<file path="config.mk">
export PLATFORM = sky130hd
export DESIGN_NAME = irq_status_regulator
export DESIGN_NICKNAME = d
export VERILOG_FILES = /design/src/shared/irq_status_regulator_pkg.sv /design/src/hdl/irq_status_regulator.sv
export VERILOG_INCLUDE_DIRS = /design/src /design/src/shared
export SDC_FILE = /design/constraint.sdc
export NUM_CORES = 1
export LEC_CHECK = 0
export ABC_CLOCK_PERIOD_IN_PS = 4600
export BUFFER_PORTS_ARGS = -buffer_cell sky130_fd_sc_hd__buf_2
export CAP_MARGIN = 20
export CELL_PAD_IN_SITES_DETAIL_PLACEMENT = 1
export CELL_PAD_IN_SITES_GLOBAL_PLACEMENT = 1
export CORE_MARGIN = 2
export CORE_UTILIZATION = 36
export DETAILED_ROUTE_END_ITERATION = 12
export PLACE_DENSITY = 0.92
export SLEW_MARGIN = 10
export SYNTH_ARGS = -nofsm -noshare
export SYNTH_HDL_FRONTEND = slang
export SYNTH_SLANG_ARGS = --single-unit
</file>
<file path="constraint.sdc">
create_clock -name aclk -period 4.6 [get_ports aclk]
set_input_delay 0.92 -clock aclk [delete_from_list [all_inputs] [get_ports aclk]]
set_output_delay 0.92 -clock aclk [all_outputs]
set_load 0.02 [all_outputs]
</file>
<file path="src/shared/irq_status_regulator_cfg.svh">
// Purpose: offsets, field positions, reset values of the irq status block
// Assumes: 32-bit axi4-lite word per register
// Notes: byte address is four times the register index
`ifndef IRQ_STATUS_REGULATOR_CFG_SVH
`define IRQ_STATUS_REGULATOR_CFG_SVH

// ----------------------------------------
// register indices and address width
// ----------------------------------------
`define IDX_CHIP_STATUS 8'h00
`define IDX_PROTOCOL_SELECT 8'h01
`define IDX_REGULATOR_IO 8'h0B
`define IDX_INTERRUPT_STATUS 8'h0C
`define IDX_INTERRUPT_MASK 8'h0E
`define IDX_EVENT_INPUT 8'h20
`define ADDR_W 8

// ----------------------------------------
// reset values
// ----------------------------------------
`define RST_CHIP_STATUS 8'h00
`define RST_PROTOCOL_SELECT 8'h00
`define RST_REGULATOR_IO 8'h87
`define RST_INTERRUPT_STATUS 8'h00
`define RST_INTERRUPT_MASK 8'h3E

// ----------------------------------------
// field positions
// ----------------------------------------
`define BIT_TX 7
`define BIT_RX_START 6
`define BIT_FIFO 5
`define BIT_ERR_CRC 4
`define BIT_ERR_PARITY 3
`define BIT_ERR_FRAMING 2
`define BIT_COL 1
`define BIT_NORESP 0
`define BIT_SUPPLY_5V 0
`define BIT_NO_RX_CRC 7
`define BIT_NFC_MODE 5
`define BIT_AUTO_REG 7
`define BIT_COL_6 6

// ----------------------------------------
// regulator encodings in millivolts, fifo depth and thresholds
// ----------------------------------------
`define MV_3V_BASE 16'd2700
`define MV_5V_BASE 16'd4300
`define MV_STEP 16'd100
`define MV_HEAD_250 16'd250
`define MV_HEAD_350 16'd350
`define MV_HEAD_400 16'd400
`define FIFO_DEPTH 8'd128
`define FIFO_LOW 8'd42
`define FIFO_HIGH 8'd85

`endif

</file>
<file path="src/shared/irq_status_regulator_pkg.sv">
// Purpose: types shared by the irq status block
// Assumes: nothing beyond the cfg header
// Notes: events travel as one packed struct
package irq_status_regulator_pkg;

    typedef struct packed {
        logic tx_start;
        logic tx_end;
        logic rx_sof;
        logic rx_end;
        logic crc_or_protocol_error_flag;
        logic parity_error_flag;
        logic framing_eof_error_flag;
        logic subcarrier_pulse;
        logic bit_period_end;
        logic no_response;
        logic sdd_done;
        logic field_change_flag;
        logic cavoid_done;
        logic cavoid_fail;
    } link_events_t;

    typedef struct packed {
        logic [15:0] rail_mv;
        logic [15:0] headroom_mv;
        logic auto_mode;
    } regulator_t;

    typedef enum logic [1:0] {
        PH_IDLE,
        PH_TX,
        PH_RX
    } phase_t;

endpackage

</file>
<file path="src/hdl/irq_status_regulator.sv">
// Purpose: interrupt status, mask and regulator decode behind axi4-lite
// Assumes: event inputs synchronous to aclk, one-cycle pulses
// Notes: reading the status word clears the bits it returned and drops irq
//
// Contract
// status clears on reset, enable low, protocol write
// read completion clears status and irq; code clears one edge after the read address is taken, rready or not
// host reads status to clear it
// tx flag at start, irq at end
// rx flag at sof, irq at end
// fifo flag outside one third band
// reader crc flag unless crc disabled
// reader parity bit3, framing bit2
// collision when pulses exceed 6 or 7
// reader no-response sets bit0
// during tx only bits 5,7 change
// during rx only bit6, irq deferred
// nfc bit4 any protocol error
// nfc bit3 sdd completed
// nfc bit2 field level crossed
// nfc bit1 collision avoidance done
// nfc bit0 collision avoidance failed
// chip bit0 selects 5v or 3v
// manual 3v: 2.7 to 3.4 volts
// auto: headroom 250, 350, 400 mv
// mask gates bits 5..0, noresp off
// event during clearing read is kept
`timescale 1ns/1ps
`include "irq_status_regulator_cfg.svh"

module irq_status_regulator (
    // clock and reset
    input wire logic aclk,
    input wire logic aresetn,
    input wire logic chip_enable,
    // axi4-lite write
    input wire logic [31:0] s_axi_awaddr,
    input wire logic s_axi_awvalid,
    output logic s_axi_awready,
    input wire logic [31:0] s_axi_wdata,
    input wire logic [3:0] s_axi_wstrb,
    input wire logic s_axi_wvalid,
    output logic s_axi_wready,
    output logic [1:0] s_axi_bresp,
    output logic s_axi_bvalid,
    input wire logic s_axi_bready,
    // axi4-lite read
    input wire logic [31:0] s_axi_araddr,
    input wire logic s_axi_arvalid,
    output logic s_axi_arready,
    output logic [31:0] s_axi_rdata,
    output logic [1:0] s_axi_rresp,
    output logic s_axi_rvalid,
    input wire logic s_axi_rready,
    // transceiver side
    input irq_status_regulator_pkg::link_events_t events,
    input wire logic [7:0] fifo_level,
    output logic irq,
    output logic decoder_enable,
    output irq_status_regulator_pkg::regulator_t regulator
);
    import irq_status_regulator_pkg::*;

    // ----------------------------------------
    // helpers
    // ----------------------------------------
    function automatic logic [7:0] word_index(input logic [31:0] a);
        word_index = a[9:2];
    endfunction

    function automatic logic [7:0] lane_merge(input logic [7:0] old, input logic [31:0] d,
                                              input logic [3:0] s);
        lane_merge = s[0] ? d[7:0] : old;
    endfunction

    // ----------------------------------------
    // state
    // ----------------------------------------
    logic [7:0] chip_status_r, chip_status_nxt;
    logic [7:0] protocol_r, protocol_nxt;
    logic [7:0] regulator_io_r, regulator_io_nxt;
    logic [7:0] status_r, status_nxt;
    logic [7:0] mask_r, mask_nxt;
    logic irq_r, irq_nxt;
    phase_t phase_r, phase_nxt;
    logic [2:0] pulse_cnt_r, pulse_cnt_nxt;
    logic [1:0] fifo_out_r, fifo_out_nxt;
    logic [7:0] pend_r, pend_nxt;

    logic aw_hold_r, aw_hold_nxt;
    logic [31:0] awaddr_r, awaddr_nxt;
    logic w_hold_r, w_hold_nxt;
    logic [31:0] wdata_r, wdata_nxt;
    logic [3:0] wstrb_r, wstrb_nxt;
    logic bvalid_r, bvalid_nxt;
    logic [1:0] bresp_r, bresp_nxt;
    logic rvalid_r, rvalid_nxt;
    logic [31:0] rdata_r, rdata_nxt;
    logic [1:0] rresp_r, rresp_nxt;
    logic rd_clear_r, rd_clear_nxt;

    logic do_write;
    logic [7:0] widx;
    logic nfc_mode;
    logic [7:0] set_bits;
    logic [7:0] irq_bits;
    logic [2:0] col_limit;

    // ----------------------------------------
    // bus handshake
    // ----------------------------------------
    assign s_axi_awready = ~aw_hold_r;
    assign s_axi_wready = ~w_hold_r;
    assign s_axi_arready = ~rvalid_r;
    assign s_axi_bvalid = bvalid_r;
    assign s_axi_bresp = bresp_r;
    assign s_axi_rvalid = rvalid_r;
    assign s_axi_rdata = rdata_r;
    assign s_axi_rresp = rresp_r;

    assign do_write = aw_hold_r & w_hold_r & ~bvalid_r;
    assign widx = word_index(awaddr_r);

    always_comb begin
        aw_hold_nxt = aw_hold_r;
        awaddr_nxt = awaddr_r;
        w_hold_nxt = w_hold_r;
        wdata_nxt = wdata_r;
        wstrb_nxt = wstrb_r;
        bvalid_nxt = bvalid_r;
        bresp_nxt = bresp_r;
        rvalid_nxt = rvalid_r;
        rdata_nxt = rdata_r;
        rresp_nxt = rresp_r;
        rd_clear_nxt = 1'b0;
        if (s_axi_awvalid && !aw_hold_r) begin
            aw_hold_nxt = 1'b1;
            awaddr_nxt = s_axi_awaddr;
        end
        if (s_axi_wvalid && !w_hold_r) begin
            w_hold_nxt = 1'b1;
            wdata_nxt = s_axi_wdata;
            wstrb_nxt = s_axi_wstrb;
        end
        if (do_write) begin
            aw_hold_nxt = 1'b0;
            w_hold_nxt = 1'b0;
            bvalid_nxt = 1'b1;
            case (widx)
                `IDX_CHIP_STATUS, `IDX_PROTOCOL_SELECT, `IDX_REGULATOR_IO,
                `IDX_INTERRUPT_MASK, `IDX_INTERRUPT_STATUS: bresp_nxt = 2'h0;
                default: bresp_nxt = 2'h2;
            endcase
        end
        if (bvalid_r && s_axi_bready) begin
            bvalid_nxt = 1'b0;
        end
        if (rvalid_r && s_axi_rready) begin
            rvalid_nxt = 1'b0;
        end
        if (s_axi_arvalid && !rvalid_r) begin
            rvalid_nxt = 1'b1;
            rresp_nxt = 2'h0;
            rdata_nxt = 32'h0000_0000;
            case (word_index(s_axi_araddr))
                `IDX_CHIP_STATUS: rdata_nxt[7:0] = chip_status_r;
                `IDX_PROTOCOL_SELECT: rdata_nxt[7:0] = protocol_r;
                `IDX_REGULATOR_IO: rdata_nxt[7:0] = regulator_io_r;
                `IDX_INTERRUPT_MASK: rdata_nxt[7:0] = mask_r;
                `IDX_INTERRUPT_STATUS: begin
                    rdata_nxt[7:0] = status_r;
                    // clear lands one edge after the address is taken, even with rready still low
                    rd_clear_nxt = 1'b1;
                end
                default: rresp_nxt = 2'h2;
            endcase
        end
    end

    // ----------------------------------------
    // control registers
    // ----------------------------------------
    always_comb begin
        chip_status_nxt = chip_status_r;
        protocol_nxt = protocol_r;
        regulator_io_nxt = regulator_io_r;
        mask_nxt = mask_r;
        if (do_write) begin
            case (widx)
                `IDX_CHIP_STATUS: chip_status_nxt = lane_merge(chip_status_r, wdata_r, wstrb_r);
                `IDX_PROTOCOL_SELECT: protocol_nxt = lane_merge(protocol_r, wdata_r, wstrb_r);
                `IDX_REGULATOR_IO: regulator_io_nxt = lane_merge(regulator_io_r, wdata_r, wstrb_r);
                `IDX_INTERRUPT_MASK: mask_nxt = lane_merge(mask_r, wdata_r, wstrb_r);
                default: mask_nxt = mask_r;
            endcase
        end
    end

    // ----------------------------------------
    // phase and event decode
    // ----------------------------------------
    assign nfc_mode = protocol_r[`BIT_NFC_MODE];
    // six or seven pulse limit
    assign col_limit = mask_r[`BIT_COL_6] ? 3'd6 : 3'd7;
    // decoder off while sending
    assign decoder_enable = (phase_r != PH_TX);

    always_comb begin
        phase_nxt = phase_r;
        pulse_cnt_nxt = pulse_cnt_r;
        // high and low bands kept apart, so a jump from one to the other still flags
        fifo_out_nxt = {fifo_level > `FIFO_HIGH, fifo_level <= `FIFO_LOW};
        case (phase_r)
            PH_IDLE: begin
                if (events.tx_start) begin
                    phase_nxt = PH_TX;
                end else if (events.rx_sof) begin
                    phase_nxt = PH_RX;
                end
            end
            PH_TX: begin
                if (events.tx_end) begin
                    phase_nxt = PH_IDLE;
                end
            end
            PH_RX: begin
                if (events.rx_end) begin
                    phase_nxt = PH_IDLE;
                end
            end
            default: phase_nxt = PH_IDLE;
        endcase
        if (events.bit_period_end || phase_r != PH_RX) begin
            pulse_cnt_nxt = 3'd0;
        end else if (events.subcarrier_pulse && pulse_cnt_r != 3'd7) begin
            pulse_cnt_nxt = pulse_cnt_r + 3'd1;
        end
    end

    always_comb begin
        set_bits = 8'h00;
        // tx flag at start
        set_bits[`BIT_TX] = events.tx_start;
        // rx flag at start of frame
        set_bits[`BIT_RX_START] = events.rx_sof;
        // fifo band edge
        set_bits[`BIT_FIFO] = |(fifo_out_nxt & ~fifo_out_r);
        if (phase_r == PH_TX) begin
            // only 5 and 7 may move
            set_bits[`BIT_RX_START] = 1'b0;
        end else if (phase_r == PH_RX) begin
            // only bit 6 may move
            set_bits[`BIT_TX] = 1'b0;
            set_bits[`BIT_FIFO] = 1'b0;
        end else if (nfc_mode) begin
            // any protocol error
            set_bits[`BIT_ERR_CRC] = events.crc_or_protocol_error_flag;
            // sdd completion
            set_bits[`BIT_ERR_PARITY] = events.sdd_done;
            // field crossing
            set_bits[`BIT_ERR_FRAMING] = events.field_change_flag;
            // avoidance finished
            set_bits[`BIT_COL] = events.cavoid_done;
            // avoidance failed
            set_bits[`BIT_NORESP] = events.cavoid_fail;
        end else begin
            // crc unless disabled
            set_bits[`BIT_ERR_CRC] = events.crc_or_protocol_error_flag & ~protocol_r[`BIT_NO_RX_CRC];
            // parity and framing
            set_bits[`BIT_ERR_PARITY] = events.parity_error_flag;
            set_bits[`BIT_ERR_FRAMING] = events.framing_eof_error_flag;
            // no-response
            set_bits[`BIT_NORESP] = events.no_response;
        end
        // collision count sits in rx
        if (!nfc_mode && phase_r == PH_RX && events.subcarrier_pulse && pulse_cnt_r >= col_limit) begin
            set_bits[`BIT_COL] = 1'b1;
        end
    end

    // mask covers bits 5..0
    assign irq_bits = set_bits & {2'b11, mask_r[5:0]};

    always_comb begin
        status_nxt = status_r;
        pend_nxt = pend_r | set_bits;
        irq_nxt = irq_r;
        // collision found inside rx is held until rx ends
        if (phase_r != PH_RX) begin
            status_nxt = status_r | pend_r | set_bits;
            pend_nxt = 8'h00;
        end else begin
            status_nxt = status_r | (set_bits & 8'h40);
            pend_nxt = pend_r | (set_bits & 8'hBF);
        end
        if (rd_clear_r) begin
            // read clears status and irq; same-cycle events kept
            // only the bits handed to the host go; a flag landing as the read was taken stays
            status_nxt = (status_r & ~rdata_r[7:0]) | (set_bits & ((phase_r == PH_RX) ? 8'h40 : 8'hFF));
            if (phase_r != PH_RX) begin
                status_nxt = status_nxt | pend_r;
            end
            irq_nxt = 1'b0;
        end
        // irq at phase end
        if ((phase_r == PH_TX && events.tx_end) || (phase_r == PH_RX && events.rx_end)) begin
            irq_nxt = 1'b1;
        end else if (phase_r == PH_IDLE && |(irq_bits & 8'h3F)) begin
            irq_nxt = 1'b1;
        end
        // protocol write clears
        if (do_write && widx == `IDX_PROTOCOL_SELECT) begin
            status_nxt = 8'h00;
            pend_nxt = 8'h00;
            irq_nxt = 1'b0;
        end
    end

    assign irq = irq_r;

    // ----------------------------------------
    // regulator decode
    // ----------------------------------------
    always_comb begin
        regulator.auto_mode = regulator_io_r[`BIT_AUTO_REG];
        regulator.rail_mv = 16'd0;
        regulator.headroom_mv = 16'd0;
        if (regulator_io_r[`BIT_AUTO_REG]) begin
            // bit 2 ignored
            case (regulator_io_r[1:0])
                2'b11: regulator.headroom_mv = `MV_HEAD_250;
                2'b10: regulator.headroom_mv = `MV_HEAD_350;
                default: regulator.headroom_mv = `MV_HEAD_400;
            endcase
        end else if (chip_status_r[`BIT_SUPPLY_5V]) begin
            // 5v system steps
            regulator.rail_mv = `MV_5V_BASE + `MV_STEP * {13'd0, regulator_io_r[2:0]};
        end else begin
            // 3v system steps
            regulator.rail_mv = `MV_3V_BASE + `MV_STEP * {13'd0, regulator_io_r[2:0]};
        end
    end

    // ----------------------------------------
    // registers
    // ----------------------------------------
    always_ff @(posedge aclk) begin
        if (!aresetn || !chip_enable) begin
            // cleared at power-on and enable low
            chip_status_r <= `RST_CHIP_STATUS;
            protocol_r <= `RST_PROTOCOL_SELECT;
            regulator_io_r <= `RST_REGULATOR_IO;
            status_r <= `RST_INTERRUPT_STATUS;
            mask_r <= `RST_INTERRUPT_MASK;
            irq_r <= 1'b0;
            phase_r <= PH_IDLE;
            pulse_cnt_r <= 3'd0;
            fifo_out_r <= 2'b00;
            pend_r <= 8'h00;
        end else begin
            chip_status_r <= chip_status_nxt;
            protocol_r <= protocol_nxt;
            regulator_io_r <= regulator_io_nxt;
            status_r <= status_nxt;
            mask_r <= mask_nxt;
            irq_r <= irq_nxt;
            phase_r <= phase_nxt;
            pulse_cnt_r <= pulse_cnt_nxt;
            fifo_out_r <= fifo_out_nxt;
            pend_r <= pend_nxt;
        end
    end

    always_ff @(posedge aclk) begin
        if (!aresetn) begin
            aw_hold_r <= 1'b0;
            awaddr_r <= 32'h0000_0000;
            w_hold_r <= 1'b0;
            wdata_r <= 32'h0000_0000;
            wstrb_r <= 4'h0;
            bvalid_r <= 1'b0;
            bresp_r <= 2'h0;
            rvalid_r <= 1'b0;
            rdata_r <= 32'h0000_0000;
            rresp_r <= 2'h0;
            rd_clear_r <= 1'b0;
        end else begin
            aw_hold_r <= aw_hold_nxt;
            awaddr_r <= awaddr_nxt;
            w_hold_r <= w_hold_nxt;
            wdata_r <= wdata_nxt;
            wstrb_r <= wstrb_nxt;
            bvalid_r <= bvalid_nxt;
            bresp_r <= bresp_nxt;
            rvalid_r <= rvalid_nxt;
            rdata_r <= rdata_nxt;
            rresp_r <= rresp_nxt;
            rd_clear_r <= rd_clear_nxt;
        end
    end

endmodule

</file>
==> impl_metrics.py <==
metrics = {
    "synth": {
        "yosysMostFrequentCell": "dfxtp_1",
        "yosysSeqAreaShare_pct": 39.0,
        "ys_ff_latch": 87,
        "yosys-top-cells-count": "87 x dfxtp_1, 60 x nand2_1, 58 x nor2_1",
        "synth_top_area_share_pct": 39.0,
        "synth_edf_count": 0,
        "netlist_area_um2": 4460,
        "synth_area_leaders": "dfxtp_1 39%, mux2i_1 9.2%, buf_4 7.2%, nand2_1 5.0%, nor2_1 4.9%",
        "yosys.area.top_type": "dfxtp_1",
        "ys.flop_type": "dfxtp_1",
        "synth_cell_type_count": 42,
        "async_flop_share_pct": 0,
        "ys.warnings.count": 0,
        "avgSynthCellArea_um2": 8.68,
        "syn_inst": 514,
    },
    "setup_path": {
        "reg2regPathDepth": 5,
        "end_kind": "output pin",
        "worstPathArrival_ns": 2.80,
        "critical_path.startpoint": "regulator_io_r[1]",
        "start_kind": "flip-flop",
        "crit_fanout": 8,
        "path_class": "flip-flop to output pin",
        "required_ns": 3.68,
        "r2r_slack_ns": 1.94,
        "reg2reg_from": "awaddr_r[6]",
        "rr_endpoint": "regulator_io_r[6]",
    },
    "route": {
        "detail_route.iter0.violations": 158,
        "num_vias": 3771,
        "dr.pass1.iters": 5,
        "ant_nets": 0,
        "vias_per_cell": 4.96,
        "wire_per_inst_um": 16.3,
        "drc": 0,
        "totalWireLength_mm": 12.4,
    },
    "place": {
        "placement.io_buffers": 91,
        "place_ws_ns": 1.25,
        "gp_congestion": 0.808,
        "hpwl_mm": 9.46,
        "place_area_um2": 4850,
    },
    "timing": {
        "drv_slew": 0,
        "period_share_pct": 80.8,
        "setup_ws_ns": 0.882,
        "clock_skew_ns": 0.00798,
        "worst_pin_slew_ns": 0.921,
        "tns_ns": 0,
        "layout_min_cycle_time_ns": 3.72,
        "fmax_ghz": 0.269,
        "slew_headroom_pct": 38.2,
        "rsz0062_at_grt": "false",
        "finalHoldViolCount": 0,
        "setup_violations": 0,
    },
    "run_status": {
        "outcome": "completed",
    },
    "pwr": {
        "pwr_density_cell_nw_per_um2": 345,
        "clkPwrFrac_pct": 45.3,
        "p_seq_share_pct": 44.8,
        "power_switching_mw": 0.456,
        "comb_power_share_pct": 10.0,
        "p_int_mw": 1.34,
        "vdd_drop_max_v": 0.000201,
        "switching_share_pct": 25.5,
        "p_leak_nw": 2.29,
    },
    "hold_path": {
        "hold_depth": 1,
        "hold_class": "flip-flop to flip-flop",
        "min_from": "pend_r[5]",
        "hold_end": "pend_r[5]",
    },
    "clock_tree": {
        "cts_tree": "done",
        "h-tree-depth": 3,
        "hold_buffers": 0,
        "cts_buffer_depth": 2,
        "cts.clk_slew.worst_paths_ns": 0.07,
        "clock-sinks": 87,
        "worstSkewPairLatency_ns": 0.34,
        "cts_setup_buffers": 0,
        "post_cts_resized": 0,
        "ctsRootBufferMaster": "clkbuf_16",
        "cts-buffers-inserted": 9,
    },
    "floorplanning": {
        "die_x_um": 115,
        "pin_count": 206,
        "chipHeight_um": 115,
        "rows": 40,
        "initial_utilization_pct": 37.0,
        "dieArea_um2": 13300,
        "core_area_um2": 12100,
    },
    "flow_run": {
        "cap_viol_max_count": 0,
    },
    "layout": {
        "multi_input_area_um2": 2390,
        "syn2layout_area_growth_pct": 16.2,
        "regArea_um2": 1740,
        "diodes": 0,
        "num-fill-cells": 1470,
        "nets": 733,
        "finish.instance_area_um2": 5180,
        "drive_above_1_share_pct": 21.4,
    },
    "global_routing": {
        "grt_pass1_wl_mm": 19.8,
        "grt_usage_pct": 18.7,
        "grt_overflow": 0,
        "antenna_found_initial": 0,
        "grt_max_degree": 35,
        "first_global_vias": 4029,
    },
}
[power by group through the flow]
stage | registers [mW] | clock network, mW | logic, mW
4_1_cts | 0.801 | 0.814 | 0.179
3_3_place_gp | 0.815 | 0 | 0.170
6_report | 0.802 | 0.811 | 0.179
5_1_grt | 0.804 | 0.851 | 0.198
2_1_floorplan | 0.818 | 0 | 0.138
3_5_place_dp | 0.818 | 0 | 0.178
[stage by stage]
step / utilization [%] / std cells / power (mW) / hold WS [ns]
after floorplan: - / 552 / 0.956 / 0.424
after global placement: 40.2 / 744 / 0.985 / 0.437
after detailed placement: 40.2 / 744 / 0.995 / 0.457
after CTS: 42.9 / 760 / 1.79 / 0.469
after global routing: 43.0 / 761 / 1.85 / 0.494
final: 43.0 / 761 / 1.79 / 0.466
[logic make-up (layout without fill, tap and decap cells)]
kind of cell	Yosys count	after routing	synth area share [%]
multiplexers	52	52	12.0
AO/OA/AOI/OAI	89	89	13.3
buffers and inverters	80	121	10.7
AND/OR/NAND/NOR	184	184	19.6
other	1	39	0.0840
XOR/XNOR	6	6	1.18
adder cells (fa/ha/maj)	15	15	4.21
flip-flops	87	87	39.0
[critical path, stage by stage (launching register included)]
cell	delay, ns
dfxtp_1	0.52
inv_1	0.15
ha_1	0.30
inv_1	0.04
ha_1	0.17
ha_1	0.17
or2_2	0.30
ha_1	0.31
xor2_1	0.18
nor2_1	0.13
buf_2	0.19
[placed cells by master (no fill, tap or decap), types with 3 or more instances in the layout]
| master | Yosys | layout |
|---|---|---|
| conb_1 | 1 | 39 |
| buf_2 | 0 | 91 |
| a211oi_1 | 4 | 4 |
| a22oi_1 | 9 | 9 |
| o21a_1 | 3 | 3 |
| xor2_1 | 3 | 3 |
| nand3_1 | 5 | 5 |
| nor3_1 | 7 | 7 |
| nor2_1 | 58 | 58 |
| a22o_1 | 8 | 8 |
| mux2i_1 | 41 | 41 |
| nand3b_1 | 3 | 3 |
| nand2b_1 | 8 | 8 |
| and2_1 | 9 | 9 |
| a21oi_1 | 16 | 16 |
| nand2_1 | 60 | 60 |
| clkbuf_16 | 0 | 9 |
| a31oi_1 | 10 | 10 |
| xnor2_1 | 3 | 3 |
| ha_1 | 15 | 15 |
| a21boi_0 | 11 | 11 |
| o21ai_0 | 16 | 16 |
| nor2b_1 | 18 | 18 |
| mux2_2 | 11 | 11 |
| dfxtp_1 | 87 | 87 |
| inv_1 | 12 | 12 |
| nor4_1 | 6 | 6 |
[layout make-up]
cell class	count	share of cell area [%]
Clock buffer	10	4.61
Inverter	12	0.869
Timing Repair Buffer	93	9.07
Multi-Input combinational cell	385	46.0
Tap cell	168	4.05
Sequential cell	87	33.6
Clock inverter	6	1.79
[routing by layer]
layer  global-route usage, %  up-vias  routed length (um)
li1                        -     1825                   -
met1                    20.9     1834                5230
met2                    35.1       91                6550
met3                    3.90       21                 475
met4                    6.18        0                 179
met5                       0        -                   0
[how the worst max path moves through the flow]
stage	to	slack (ns)	cells past startpoint
finish	regulator[26]	0.88	10
global route	regulator[26]	0.76	10
CTS	regulator[26]	0.88	10
detailed placement	regulator[26]	1.25	10
global placement	regulator[26]	1.38	10
floorplan	regulator[26]	1.49	9
[registers in the layout (all words and copies together), names as in the netlist, 2 cells and up]
signal	flops
awaddr_r	8
chip_status_r	8
mask_r	8
protocol_r	8
regulator_io_r	8
s_axi_rdata	8
status_r	8
wdata_r	8
pend_r	7
pulse_cnt_r	3
fifo_out_r	2
phase_r	2
Power figures use the tool's default switching activity.
